$ cat config.mk
export PLATFORM = sky130hd
export DESIGN_NAME = adc_ctl
export DESIGN_NICKNAME = d
export VERILOG_FILES = /design/src/rtl/adc_ctl_pkg.sv /design/src/rtl/adc_ctl.sv /design/src/rtl/adc_result_bank.sv /design/src/rtl/adc_sample_timer.sv
export SDC_FILE = /design/constraint.sdc
export NUM_CORES = 1
export LEC_CHECK = 0
export ABC_AREA = 0
export BUFFER_PORTS_ARGS = -buffer_cell sky130_fd_sc_hd__buf_4
export CAP_MARGIN = 0
export CORE_MARGIN = 2
export CORE_UTILIZATION = 60
export CTS_CLUSTER_SIZE = 10
export DETAILED_ROUTE_END_ITERATION = 10
export HOLD_SLACK_MARGIN = 0.12
export PLACE_DENSITY_LB_ADDON = 0.2
export SYNTH_ARGS = -nofsm -noshare
export SYNTH_HDL_FRONTEND = slang
export SYNTH_SLANG_ARGS = --single-unit
$ cat constraint.sdc
create_clock -name clk_sys -period 2.6 [get_ports clk_sys]
set_clock_uncertainty 0.2 [all_clocks]
set_input_delay 0.39 -clock clk_sys [delete_from_list [all_inputs] [get_ports clk_sys]]
set_output_delay 0.39 -clock clk_sys [all_outputs]
set_load 0.02 [all_outputs]
$ cat src/rtl/adc_ctl_pkg.sv
// Contract
// - alignment select 1 gives left justified reads, 0 right; applies at once
// - left justified: result in bits 15..4, bits 3..0 zero
// - right justified: result in bits 11..0, bits 15..12 zero
// - alignment only changes presentation, stored values stay untouched
// - repeat select 1 converts continuously, 0 makes one pass
// - trigger 3 external pin, 1 timer underflow, 0 software start, 2 reserved
// - sampling lasts select value plus four timer clocks
// - range 0 blocks conversion, 3 enables, 1 and 2 reserved
// - flags: overwrite errors in 15..8, completions in 7..0
// - writing 1 clears a flag, writing 0 leaves it
// - enables mirror flag layout, 1 enables
// - each input has a read-only 16-bit result, zero after reset
// - completion sets on load; overwrite sets if loaded while completion set
// - conversion keeps running after an overwrite error
// - interrupt request only while an enabled flag is set
package adc_ctl_pkg;
  // ****************************************
  // register map, word indices
  // ****************************************
  localparam logic [3:0] ADDR_CTL = 4'h0;
  localparam logic [3:0] ADDR_TRG = 4'h1;
  localparam logic [3:0] ADDR_CFG = 4'h2;
  localparam logic [3:0] ADDR_INTF = 4'h3;
  localparam logic [3:0] ADDR_INTE = 4'h4;
  localparam logic [3:0] ADDR_RES_BASE = 4'h8;
  // ****************************************
  // fields and reset values
  // ****************************************
  localparam int CTL_EN_BIT = 0;
  localparam int CTL_START_BIT = 1;
  localparam int CTL_BUSY_BIT = 10;
  localparam int CTL_CUR_LSB = 12;
  localparam int TRG_SMP_LSB = 0;
  localparam int TRG_SRC_LSB = 4;
  localparam int TRG_REPEAT_BIT = 6;
  localparam int TRG_ALIGN_BIT = 7;
  localparam int TRG_FIRST_LSB = 8;
  localparam int TRG_LAST_LSB = 11;
  localparam logic [15:0] TRG_WMASK = 16'h3FF7;
  localparam logic [15:0] TRG_RESET = 16'h0007;
  localparam logic [15:0] CFG_WMASK = 16'h0003;
  localparam logic [1:0] RANGE_ON = 2'h3;
  localparam logic [1:0] SRC_SOFT = 2'h0;
  localparam logic [1:0] SRC_TIMER = 2'h1;
  localparam logic [1:0] SRC_EXT = 2'h3;
  localparam logic [3:0] SMP_BASE = 4'h4;
  localparam int NUM_IN = 8;

  typedef enum logic [1:0] {
    ST_IDLE = 2'b00,
    ST_SAMPLE = 2'b01,
    ST_CONVERT = 2'b10
  } seq_state_t;

  function automatic logic [15:0] align_result(input logic [11:0] v, input logic left);
    align_result = left ? {v, 4'h0} : {4'h0, v};
  endfunction

  function automatic logic is_result_addr(input logic [3:0] a);
    is_result_addr = a[3];
  endfunction
endpackage

$ cat src/rtl/adc_ctl.sv
`timescale 1ns/1ns
module adc_ctl import adc_ctl_pkg::*; (
  input wire logic clk_sys,
  input wire logic reset_n,
  input wire logic [3:0] reg_addr,
  input wire logic [15:0] reg_wdata,
  input wire logic reg_wr,
  input wire logic reg_rd,
  output logic [15:0] reg_rdata_q,
  input wire logic timer_sample_clock,
  input wire logic timer_underflow,
  input wire logic ext_trigger_pin_n,
  input wire logic conv_done,
  input wire logic [11:0] conv_data,
  output logic sample_en_q,
  output logic conv_start_q,
  output logic [2:0] conv_ch_q,
  output logic busy_q,
  output logic irq_q
);
  // ****************************************
  // registers
  // ****************************************
  logic en_q;
  logic start_q;
  logic [15:0] trg_q;
  logic [1:0] range_q;
  logic [15:0] intf_q;
  logic [15:0] inte_q;
  logic ext_q;
  seq_state_t state_q;
  seq_state_t state_d;
  logic [2:0] ch_d;

  wire wr_ctl = reg_wr && reg_addr == ADDR_CTL;
  wire wr_trg = reg_wr && reg_addr == ADDR_TRG;
  wire wr_cfg = reg_wr && reg_addr == ADDR_CFG;
  wire wr_intf = reg_wr && reg_addr == ADDR_INTF;
  wire wr_inte = reg_wr && reg_addr == ADDR_INTE;

  wire [2:0] smp_sel = trg_q[TRG_SMP_LSB +: 3];
  wire [1:0] src_sel = trg_q[TRG_SRC_LSB +: 2];
  wire repeat_on = trg_q[TRG_REPEAT_BIT];
  wire align_left = trg_q[TRG_ALIGN_BIT];
  wire [2:0] first_ch = trg_q[TRG_FIRST_LSB +: 3];
  wire [2:0] last_ch = trg_q[TRG_LAST_LSB +: 3];

  always_ff @(posedge clk_sys or negedge reset_n) begin
    if (!reset_n) begin
      en_q <= 1'b0;
      start_q <= 1'b0;
      trg_q <= TRG_RESET;
      range_q <= 2'h0;
      inte_q <= 16'h0000;
    end else begin
      if (wr_ctl) begin
        en_q <= reg_wdata[CTL_EN_BIT];
        start_q <= reg_wdata[CTL_START_BIT];
      end
      if (wr_trg) begin
        trg_q <= reg_wdata & TRG_WMASK;
      end
      if (wr_cfg) begin
        range_q <= reg_wdata[1:0];
      end
      if (wr_inte) begin
        inte_q <= reg_wdata;
      end
    end
  end

  // ****************************************
  // trigger selection
  // ****************************************
  // the pin is taken as synchronous; only its falling edge counts
  always_ff @(posedge clk_sys or negedge reset_n) begin
    if (!reset_n) begin
      ext_q <= 1'b1;
    end else begin
      ext_q <= ext_trigger_pin_n;
    end
  end

  wire ext_fall = ext_q && !ext_trigger_pin_n;
  wire soft_go = wr_ctl && reg_wdata[CTL_START_BIT] && !start_q;
  wire can_run = en_q && range_q == RANGE_ON;
  wire trig_evt = (src_sel == SRC_SOFT && soft_go) ||
                  (src_sel == SRC_TIMER && start_q && timer_underflow) ||
                  (src_sel == SRC_EXT && start_q && ext_fall);

  // ****************************************
  // sequencer
  // ****************************************
  logic smp_done;
  wire keep_going = start_q && can_run;
  wire at_last = conv_ch_q == last_ch;

  always_comb begin
    state_d = state_q;
    ch_d = conv_ch_q;
    unique case (state_q)
      ST_IDLE: begin
        if (can_run && trig_evt) begin
          state_d = ST_SAMPLE;
          ch_d = first_ch;
        end
      end
      ST_SAMPLE: begin
        if (smp_done) begin
          state_d = ST_CONVERT;
        end
      end
      ST_CONVERT: begin
        // overwrite errors never stop the pass
        if (conv_done) begin
          if (at_last && repeat_on && keep_going) begin
            state_d = ST_SAMPLE;
            ch_d = first_ch;
          end else if (!at_last && keep_going) begin
            state_d = ST_SAMPLE;
            ch_d = conv_ch_q + 3'h1;
          end else begin
            state_d = ST_IDLE;
          end
        end
      end
      default: begin
        state_d = ST_IDLE;
      end
    endcase
  end

  wire go_sample = state_d == ST_SAMPLE && (state_q != ST_SAMPLE);
  wire load = state_q == ST_CONVERT && conv_done;

  always_ff @(posedge clk_sys or negedge reset_n) begin
    if (!reset_n) begin
      state_q <= ST_IDLE;
      conv_ch_q <= 3'h0;
      sample_en_q <= 1'b0;
      conv_start_q <= 1'b0;
      busy_q <= 1'b0;
    end else begin
      state_q <= state_d;
      conv_ch_q <= ch_d;
      sample_en_q <= state_d == ST_SAMPLE;
      conv_start_q <= state_q == ST_SAMPLE && smp_done;
      busy_q <= state_d != ST_IDLE;
    end
  end

  adc_sample_timer u_timer (
    .clk_sys(clk_sys),
    .reset_n(reset_n),
    .start(go_sample),
    .tick(timer_sample_clock),
    .sel(smp_sel),
    .done_q(smp_done)
  );

  // ****************************************
  // flags and interrupt
  // ****************************************
  wire [7:0] load_hot = load ? 8'(8'h01 << conv_ch_q) : 8'h00;
  wire [15:0] flag_set = {load_hot & intf_q[7:0], load_hot};
  wire [15:0] flag_clr = wr_intf ? reg_wdata : 16'h0000;
  // a load in the clearing cycle wins over the clear
  wire [15:0] intf_d = (intf_q & ~flag_clr) | flag_set;

  always_ff @(posedge clk_sys or negedge reset_n) begin
    if (!reset_n) begin
      intf_q <= 16'h0000;
      irq_q <= 1'b0;
    end else begin
      intf_q <= intf_d;
      irq_q <= |(intf_d & inte_q);
    end
  end

  // ****************************************
  // results and read path
  // ****************************************
  logic [15:0] res_value;

  adc_result_bank u_bank (
    .clk_sys(clk_sys),
    .reset_n(reset_n),
    .load(load),
    .load_idx(conv_ch_q),
    .load_data(conv_data),
    .rd_idx(reg_addr[2:0]),
    .align_left(align_left),
    .rd_value(res_value)
  );

  wire [15:0] ctl_view = 16'({1'b0, conv_ch_q, 1'b0, busy_q, 8'h00, start_q, en_q});
  wire [15:0] rd_mux = is_result_addr(reg_addr) ? res_value :
                       reg_addr == ADDR_CTL ? ctl_view :
                       reg_addr == ADDR_TRG ? trg_q :
                       reg_addr == ADDR_CFG ? {14'h0000, range_q} :
                       reg_addr == ADDR_INTF ? intf_q :
                       reg_addr == ADDR_INTE ? inte_q : 16'h0000;

  always_ff @(posedge clk_sys or negedge reset_n) begin
    if (!reset_n) begin
      reg_rdata_q <= 16'h0000;
    end else if (reg_rd) begin
      reg_rdata_q <= rd_mux;
    end else begin
      reg_rdata_q <= 16'h0000;
    end
  end

  // ****************************************
  // checks
  // ****************************************
  a_left_low_zero: assert property (@(posedge clk_sys) disable iff (!reset_n)
    reg_rd && is_result_addr(reg_addr) && align_left |=> reg_rdata_q[3:0] == 4'h0)
    else $error("left justified low nibble not zero");

  a_right_high_zero: assert property (@(posedge clk_sys) disable iff (!reset_n)
    reg_rd && is_result_addr(reg_addr) && !align_left |=> reg_rdata_q[15:12] == 4'h0)
    else $error("right justified high nibble not zero");

  // mux value at the read edge, to judge the registered answer
  logic [15:0] rd_mux_past;
  always_ff @(posedge clk_sys or negedge reset_n) begin
    if (!reset_n) begin
      rd_mux_past <= 16'h0000;
    end else begin
      rd_mux_past <= rd_mux;
    end
  end

  a_align_same_value: assert property (@(posedge clk_sys) disable iff (!reset_n)
    reg_rd && is_result_addr(reg_addr) |=> reg_rdata_q ==
    ($past(align_left) ? {rd_mux_past[15:4], 4'h0} : {4'h0, rd_mux_past[11:0]}))
    else $error("aligned read wrong");

  a_trg_reserved: assert property (@(posedge clk_sys) disable iff (!reset_n)
    reg_rd && reg_addr == ADDR_TRG |=> (reg_rdata_q & ~TRG_WMASK) == 16'h0000)
    else $error("reserved trigger bits not zero");

  a_cfg_reserved: assert property (@(posedge clk_sys) disable iff (!reset_n)
    reg_rd && reg_addr == ADDR_CFG |=> reg_rdata_q[15:2] == 14'h0000)
    else $error("reserved configuration bits not zero");

  a_unmapped_zero: assert property (@(posedge clk_sys) disable iff (!reset_n)
    reg_rd && !is_result_addr(reg_addr) && reg_addr > ADDR_INTE |=> reg_rdata_q == 16'h0000)
    else $error("unmapped index read not zero");

  a_inte_write: assert property (@(posedge clk_sys) disable iff (!reset_n)
    wr_inte |=> inte_q == $past(reg_wdata))
    else $error("enable register write lost");

  // ****************************************
  // sequencer checks
  // ****************************************
  a_range_blocks: assert property (@(posedge clk_sys) disable iff (!reset_n)
    state_q == ST_IDLE && range_q != RANGE_ON |=> state_q == ST_IDLE)
    else $error("conversion started while range disabled");

  a_reserved_src: assert property (@(posedge clk_sys) disable iff (!reset_n)
    state_q == ST_IDLE && src_sel == 2'h2 |=> state_q == ST_IDLE)
    else $error("reserved trigger started a conversion");

  a_soft_start: assert property (@(posedge clk_sys) disable iff (!reset_n)
    state_q == ST_IDLE && can_run && src_sel == SRC_SOFT && soft_go |=> state_q == ST_SAMPLE)
    else $error("software start ignored");

  a_timer_start: assert property (@(posedge clk_sys) disable iff (!reset_n)
    state_q == ST_IDLE && can_run && src_sel == SRC_TIMER && start_q && timer_underflow
    |=> state_q == ST_SAMPLE)
    else $error("timer underflow ignored");

  a_ext_start: assert property (@(posedge clk_sys) disable iff (!reset_n)
    state_q == ST_IDLE && can_run && src_sel == SRC_EXT && start_q && ext_fall
    |=> state_q == ST_SAMPLE)
    else $error("external trigger ignored");

  a_sample_then_conv: assert property (@(posedge clk_sys) disable iff (!reset_n)
    conv_start_q |-> !sample_en_q && state_q == ST_CONVERT)
    else $error("conversion started while sampling");

  a_first_input: assert property (@(posedge clk_sys) disable iff (!reset_n)
    $rose(busy_q) |-> conv_ch_q == $past(first_ch))
    else $error("pass did not begin at first input");

  a_next_input: assert property (@(posedge clk_sys) disable iff (!reset_n)
    load && !at_last && keep_going |=> conv_ch_q == $past(conv_ch_q) + 3'h1)
    else $error("pass skipped an input");

  a_overrun_continues: assert property (@(posedge clk_sys) disable iff (!reset_n)
    load && intf_q[conv_ch_q] && keep_going && (!at_last || repeat_on)
    |=> state_q == ST_SAMPLE)
    else $error("overwrite error stopped conversion");

  // ****************************************
  // flag, interrupt and one-pass checks
  // ****************************************

  a_done_flag_set: assert property (@(posedge clk_sys) disable iff (!reset_n)
    load |=> intf_q[$past(conv_ch_q)])
    else $error("completion flag not set on load");

  a_overwrite_set: assert property (@(posedge clk_sys) disable iff (!reset_n)
    load && intf_q[conv_ch_q] |=> intf_q[8 + $past(conv_ch_q)])
    else $error("overwrite flag not set");

  a_w1c_clear: assert property (@(posedge clk_sys) disable iff (!reset_n)
    wr_intf && reg_wdata[15] && !load |=> !intf_q[15])
    else $error("flag not cleared by writing 1");

  a_irq_gated: assert property (@(posedge clk_sys) disable iff (!reset_n)
    (intf_q & inte_q) == 16'h0000 && !load |=> !irq_q)
    else $error("interrupt without enabled flag");

  a_w1c_zero_keeps: assert property (@(posedge clk_sys) disable iff (!reset_n)
    wr_intf && reg_wdata == 16'h0000 && !load |=> intf_q == $past(intf_q))
    else $error("writing 0 changed a flag");

  a_done_only_load: assert property (@(posedge clk_sys) disable iff (!reset_n)
    !load |=> (intf_q[7:0] & ~$past(intf_q[7:0])) == 8'h00)
    else $error("completion flag set without load");

  a_irq_follows: assert property (@(posedge clk_sys) disable iff (!reset_n)
    (intf_q & inte_q) != 16'h0000 && !wr_intf && !wr_inte |=> irq_q)
    else $error("enabled flag raised no interrupt");

  a_one_pass_ends: assert property (@(posedge clk_sys) disable iff (!reset_n)
    load && at_last && !repeat_on |=> state_q == ST_IDLE)
    else $error("one-time pass did not stop");

  // ****************************************
  // coverage
  // ****************************************
  c_one_pass: cover property (@(posedge clk_sys) disable iff (!reset_n)
    load && at_last && !repeat_on);
  c_overwrite: cover property (@(posedge clk_sys) disable iff (!reset_n)
    load && intf_q[conv_ch_q]);
  c_ext_start: cover property (@(posedge clk_sys) disable iff (!reset_n)
    state_q == ST_IDLE && src_sel == SRC_EXT ##1 state_q == ST_SAMPLE);
  c_timer_start: cover property (@(posedge clk_sys) disable iff (!reset_n)
    state_q == ST_IDLE && src_sel == SRC_TIMER ##1 state_q == ST_SAMPLE);
  c_repeat_wrap: cover property (@(posedge clk_sys) disable iff (!reset_n)
    load && at_last && repeat_on && keep_going);
endmodule // adc_ctl

$ cat src/rtl/adc_result_bank.sv
`timescale 1ns/1ns
module adc_result_bank import adc_ctl_pkg::*; (
  input wire logic clk_sys,
  input wire logic reset_n,
  input wire logic load,
  input wire logic [2:0] load_idx,
  input wire logic [11:0] load_data,
  input wire logic [2:0] rd_idx,
  input wire logic align_left,
  output logic [15:0] rd_value
);
  // raw values kept, alignment applied only on the read path
  logic [11:0] mem_q [NUM_IN];

  always_ff @(posedge clk_sys or negedge reset_n) begin
    if (!reset_n) begin
      for (int i = 0; i < NUM_IN; i++) begin
        mem_q[i] <= 12'h000;
      end
    end else if (load) begin
      mem_q[load_idx] <= load_data;
    end
  end

  assign rd_value = align_result(mem_q[rd_idx], align_left);
endmodule // adc_result_bank

$ cat src/rtl/adc_sample_timer.sv
`timescale 1ns/1ns
module adc_sample_timer import adc_ctl_pkg::*; (
  input wire logic clk_sys,
  input wire logic reset_n,
  input wire logic start,
  input wire logic tick,
  input wire logic [2:0] sel,
  output logic done_q
);
  logic [3:0] cnt_q;
  logic run_q;

  always_ff @(posedge clk_sys or negedge reset_n) begin
    if (!reset_n) begin
      cnt_q <= 4'h0;
      run_q <= 1'b0;
      done_q <= 1'b0;
    end else begin
      done_q <= 1'b0;
      if (start) begin
        cnt_q <= {1'b0, sel} + SMP_BASE;
        run_q <= 1'b1;
      end else if (run_q && tick) begin
        cnt_q <= cnt_q - 4'h1;
        if (cnt_q == 4'h1) begin
          run_q <= 1'b0;
          done_q <= 1'b1;
        end
      end
    end
  end

  // helper: ticks seen since start
  logic [3:0] seen_q;
  logic [3:0] want_q;
  always_ff @(posedge clk_sys or negedge reset_n) begin
    if (!reset_n) begin
      seen_q <= 4'h0;
      want_q <= 4'h0;
    end else if (start) begin
      seen_q <= 4'h0;
      want_q <= {1'b0, sel} + SMP_BASE;
    end else if (run_q && tick) begin
      seen_q <= seen_q + 4'h1;
    end
  end

  a_sample_length: assert property (@(posedge clk_sys) disable iff (!reset_n)
    done_q |-> seen_q == want_q) else $error("sampling length wrong");
endmodule // adc_sample_timer

==> flow_summary.toml, run 1 <==
[status]
status = "finished, final reports clean"

[clock_tree]
h-tree-depth = 4
cts.sinks = 177
clk_path_buf_depth = 2
cts-root-buf = "clkbuf_16"
clk-insertion-delay-late_ns = 0.44
clkTransAtPathRegs_ns = 0.07
cts_setup_buffers = 0
cts_buffers = 17
cts_tree = "done"

[timing]
worstMarginPinSlew_ns = 0.732
rsz0062_at_grt = "false"
holdWs_ns = 0.167
fin_crit_ns = 2.42
setup_viol = 0
relSlewSlack = 0.505
slew_viol_final = 0
hold_viol_final = 0
timing.final.crit_share = 0.931
clock.fmax_mhz = 413
fin_tns_setup_ns = 0

[worst_setup_path]
r2r-end = "irq_q"
cp.required_ns = 2.72
end_kind = "flop"
cp.arrival_ns = 2.54
reg2reg_depth = 7
r2r_slack_ns = 0.18
r2r_start = "conv_ch_q[0]"
critPathKind = "in2reg"
worstPathMaxFanout = 11
crit_path_start_kind = "input port"

[synthesis]
synth-compound-area-share = 0.110
synthArstFlopShare = 1.00
yosys.area.top_type = "dfrtp_1"
synth_common_cells = "173 x dfrtp_1, 119 x mux2_2, 73 x nand2_1"
synth_xor_area_frac = 0.00620
yosysMostFrequentCell = "dfrtp_1"
synth_fa_ha_area_frac = 0.0118
yosys.area.top_type_share = 0.511
ys.flop_type = "dfrtp_1"
ys_ff_latch = 177
syn_area_um2 = 8480
synth_edf_count = 0
ys_types = 64
synth_top_family_by_area = "multiplexers"
ys_seq_area_frac = 0.523
syn_area_per_cell_um2 = 12.6
synth_simple_gate_area_frac = 0.0823
yosys_warnings = 0
syn-num-nets = 720
syn_inst = 672
synth.area.top_cells = "dfrtp_1 51%, mux2_2 16%, mux4_2 5.3%"
synthMuxAreaShare = 0.235

[floorplan]
die_area_um2 = 15100
io_pins = 63
rows = 43
fp.dieH_um = 123
initial_core_util = 0.613
fp.coreArea_um2 = 13800
die_w_um = 123

[detailed_routing]
vias_per_cell = 6.41
wl_um = 22300
drc = 0
drt_first_pass_iters = 6
wl_per_cell_um = 23.1
first_iter_violations = 594
via_count = 6196
postRouteAntennaNets = 0

[worst_hold_path]
hp-start = "reg_wr"
hold_path_end = "start_q"
hp-class = "in2reg"
hold_depth = 3

[power]
peakVddDrop_mv = 0.477
power.leakage_nw = 4.89
power_density_nw_per_um2 = 633

[global_routing]
grt_pass1_vias = 6466
grt_max_degree = 60
grt_util_all_layers = 0.318
grt_first_pass_wirelength_um = 35400
grt_overflow = 0
antenna_found_initial = 0

[finish]
fill_cells = 905
layout-drive-gt1-share = 0.355
syn2layout_area_growth_pct = 21.2
nets = 821
multiInputGateArea_um2 = 3810
seq_area_um2 = 4440
diodes = 0

[placement]
dp_hpwl_um = 15100
port_buffers = 62
gp_congestion = 0.971

[flow_run]
max-cap-violations = 0
-- per-layer routing --
layer	GRT usage	part of all wire
met5	0	0
met4	0.132	0.030
met3	0.0539	0.055
met2	0.530	0.51
met1	0.415	0.41
-- state kept, by name, summed over array words and instances (netlist names), 3 cells and up --
| signal | count |
|---|---|
| trg_q | 13 |
| inte_q | 16 |
| intf_q | 16 |
| reg_rdata_q | 16 |
| u_timer.cnt_q | 4 |
| conv_ch_q | 3 |
| u_bank.mem_q | 96 |
-- final cells by class --
cell class / count / area share
Inverter: 18 / 0.00657
Sequential cell: 177 / 0.432
Clock buffer: 17 / 0.0414
Timing Repair Buffer: 124 / 0.109
Clock inverter: 15 / 0.0195
Tap cell: 180 / 0.0219
Multi-Input combinational cell: 435 / 0.370
-- worst max-delay path, stage by stage --
cell and delay (ns):
dlygate4sd3_1 0.54, buf_4 0.13, nor4b_1 0.31, nand3_2 0.16, a2111oi_4 0.47, nor2_2 0.20
mux2_4 0.34
-- what timing repair did --
item                       in CTS  in global routing
setup endpoints to repair       0                  1
hold endpoints to repair      197                  0
hold buffers                   33                  0
gates resized for setup         0                  2
-- metrics by stage --
step	power [mW]	std cells	utilization	cell area (µm²)	setup slack, ns
after floorplan	3.47	672	-	8480	0.256
after global placement	3.79	901	0.674	9320	0.0671
after detailed placement	3.82	901	0.674	9320	0.0507
after CTS	6.53	966	0.743	10300	0.0434
after global routing	6.73	966	0.743	10300	0.0927
final	6.50	966	0.743	10300	0.179
-- report_power, final --
part | total [mW] | internal (mW) | switching, mW
clock | 2.67 | 1.47 | 1.20
sequential | 3.13 | 2.92 | 0.215
combinational | 0.699 | 0.321 | 0.378
-- cells by family after synthesis --
family          count (synthesis)
flops                         177
mux                           152
simple gates                  137
compound gates                132
buf+inv                        60
fa+ha+maj                       8
xor+xnor                        6
-- worst max path at each step --
stage / start / end / slack, ns
after floorplan: conv_ch_q[0] / irq_q / 0.26
after global placement: conv_ch_q[0] / irq_q / 0.07
after detailed placement: conv_ch_q[0] / irq_q / 0.05
after CTS: conv_ch_q[0] / irq_q / 0.04
after global routing: conv_ch_q[0] / irq_q / 0.09
final: reg_wdata[1] / u_timer.cnt_q[1] / 0.18
-- cells in the final DEF (no fill, tap or decap), types with 10 or more instances in the layout --
| master | instances |
|---|---|
| a22oi_1 | 15 |
| buf_4 | 82 |
| nand3_1 | 10 |
| dfrtp_1 | 171 |
| inv_1 | 17 |
| nand2_1 | 73 |
| dlygate4sd3_1 | 33 |
| mux2_2 | 119 |
| clkbuf_16 | 17 |
| mux4_2 | 20 |
| a21oi_1 | 22 |
| o21ai_0 | 29 |
Power figures use the tool's default switching activity.
==> inputs of run 2 (changes only) <==
- CORE_UTILIZATION: 60 -> 40
==> flow_summary.toml, run 2 (synthesized netlist as in run 1, its figures left out) <==
[placement]
place_area_um2 = 9450
port_buffers = 62
gp_congestion = 0.978
dp_hpwl_um = 16000

[finish]
diodes = 0
syn2layout_area_growth_pct = 22.2
layout-drive-gt1-share = 0.356
regMostFlops = "u_bank.mem_q"
layout_common_cells = "173 x dfrtp_1, 119 x mux2_2, 91 x buf_4, 73 x nand2_1, 33 x dlygate4sd3_1"
nets = 827
final_common_cell = "dfrtp_1"
stdcell_area_um2 = 10400
fill_cells = 1864
largest_reg_flops = 96

[floorplan]
fp.dieH_um = 150
fp.coreArea_um2 = 20900
io_pins = 63
die_area_um2 = 22400
initial_core_util = 0.406
rows = 53
die_w_um = 150

[timing]
fin_crit_ns = 2.38
relSlewSlack = 0.615
hold_viol_final = 0
slew_viol_final = 0
clock.fmax_mhz = 419
timing.final.crit_share = 0.917
setup_viol = 0
worstMarginPinSlew_ns = 0.577
holdWs_ns = 0.136
fin_tns_setup_ns = 0
rsz0062_at_grt = "false"

[worst_setup_path]
crit_buf_inv = 3
worstPathMaxFanout = 12
crit_path_start_kind = "input port"
critPathKind = "in2reg"
slowest_delay_ns = 0.53
cpMostUsedCell = "buf_4"
worstPathCellList = "dlygate4sd3_1 -> buf_4 -> and3b_1 -> and2_0 -> nand2_1 -> buf_4 -> mux2_2"
cp.required_ns = 2.72
cp.arrival_ns = 2.50
end_kind = "flop"
crit_family = "simple AND/OR/NAND/NOR gates"
critPathSlowestCell = "dlygate4sd3_1"

[flow_run]
max-cap-violations = 0

[global_routing]
grt_util_all_layers = 0.215
grt_max_degree = 72
grt_overflow = 0
grt_first_pass_wirelength_um = 36100
antenna_found_initial = 0
grt_pass1_vias = 6428

[detailed_routing]
vias_per_cell = 5.71
wl_per_cell_um = 21.6
drc = 0
postRouteAntennaNets = 0
via_count = 6090
drt_first_pass_iters = 5
wl_um = 23100
first_iter_violations = 424

[clock_tree]
cts_resized = 0
h-tree-depth = 4
cts_tree = "done"
clkTransAtPathRegs_ns = 0.07
cts-root-buf = "clkbuf_16"
ctsHoldBuffers = 33
clk-insertion-delay-late_ns = 0.44
cts_setup_buffers = 0
clk_path_buf_depth = 2
cts.sinks = 177
cts_buffers = 17

[power]
peakVddDrop_mv = 0.379
power.leakage_nw = 4.89
power_density_nw_per_um2 = 616

[worst_hold_path]
hp-class = "in2reg"

[status]
status = "finished, final reports clean"
## run 2: worst paths after layout
| kind | startpoint | to | slack [ns] | depth (start not counted) |
|---|---|---|---|---|
| min in group asynchronous | reset_n | sample_en_q | 0.24 | 2 |
| setup reg to reg | state_q[0] | u_bank.mem_q[39] | 0.27 | 5 |
| hold / removal | reg_wr | trg_q[0] | 0.14 | 3 |
| setup / recovery | conv_done | u_bank.mem_q[39] | 0.22 | 7 |
| max in group asynchronous | reset_n | trg_q[2] | 1.21 | 3 |
| hold reg to reg | u_timer.done_q | state_q[0] | 0.28 | 1 |
## run 2: routing by layer
layer	up-vias	track usage	wire length, µm	part of all wire
met4	0	0.0814	576	0.025
li1	2730	-	-	-
met1	3097	0.283	10100	0.44
met5	-	0	0	0
met3	45	0.0485	1340	0.058
met2	218	0.348	11100	0.48
## run 2: stage by stage
step	power (mW)	cells	setup WS (ns)	util
after detailed placement	3.84	1002	0.158	0.452
after floorplan	3.47	672	0.256	-
after global placement	3.82	1002	0.182	0.452
after global routing	6.66	1067	0.161	0.496
final	6.39	1067	0.215	0.496
after CTS	6.46	1067	0.235	0.496
## run 2: area by class of cell
type,instances,area (µm²),area share
tap,275,344,0.0332
inverter,18,67.6,0.00652
clock inverter,13,145,0.0140
multi-input combinational,435,3810,0.367
clock buffer,19,443,0.0427
timing repair buffer,130,1120,0.109
sequential,177,4430,0.428
## run 2: worst reg2reg max path: cells and delay by family (launching register included)
family	cells	cell delay, ns
and+or+nand+nor	3	1.01
DFF	1	0.46
muxes	1	0.30
buffers and inverters	1	0.24
## run 2: where the power goes
part	internal [mW]	switching [mW]	total [mW]	leakage [nW]
Clock	1.38	1.18	2.56	0.282
Sequential	2.92	0.195	3.12	2.39
Combinational	0.328	0.384	0.712	2.22
Total	4.63	1.76	6.39	4.89
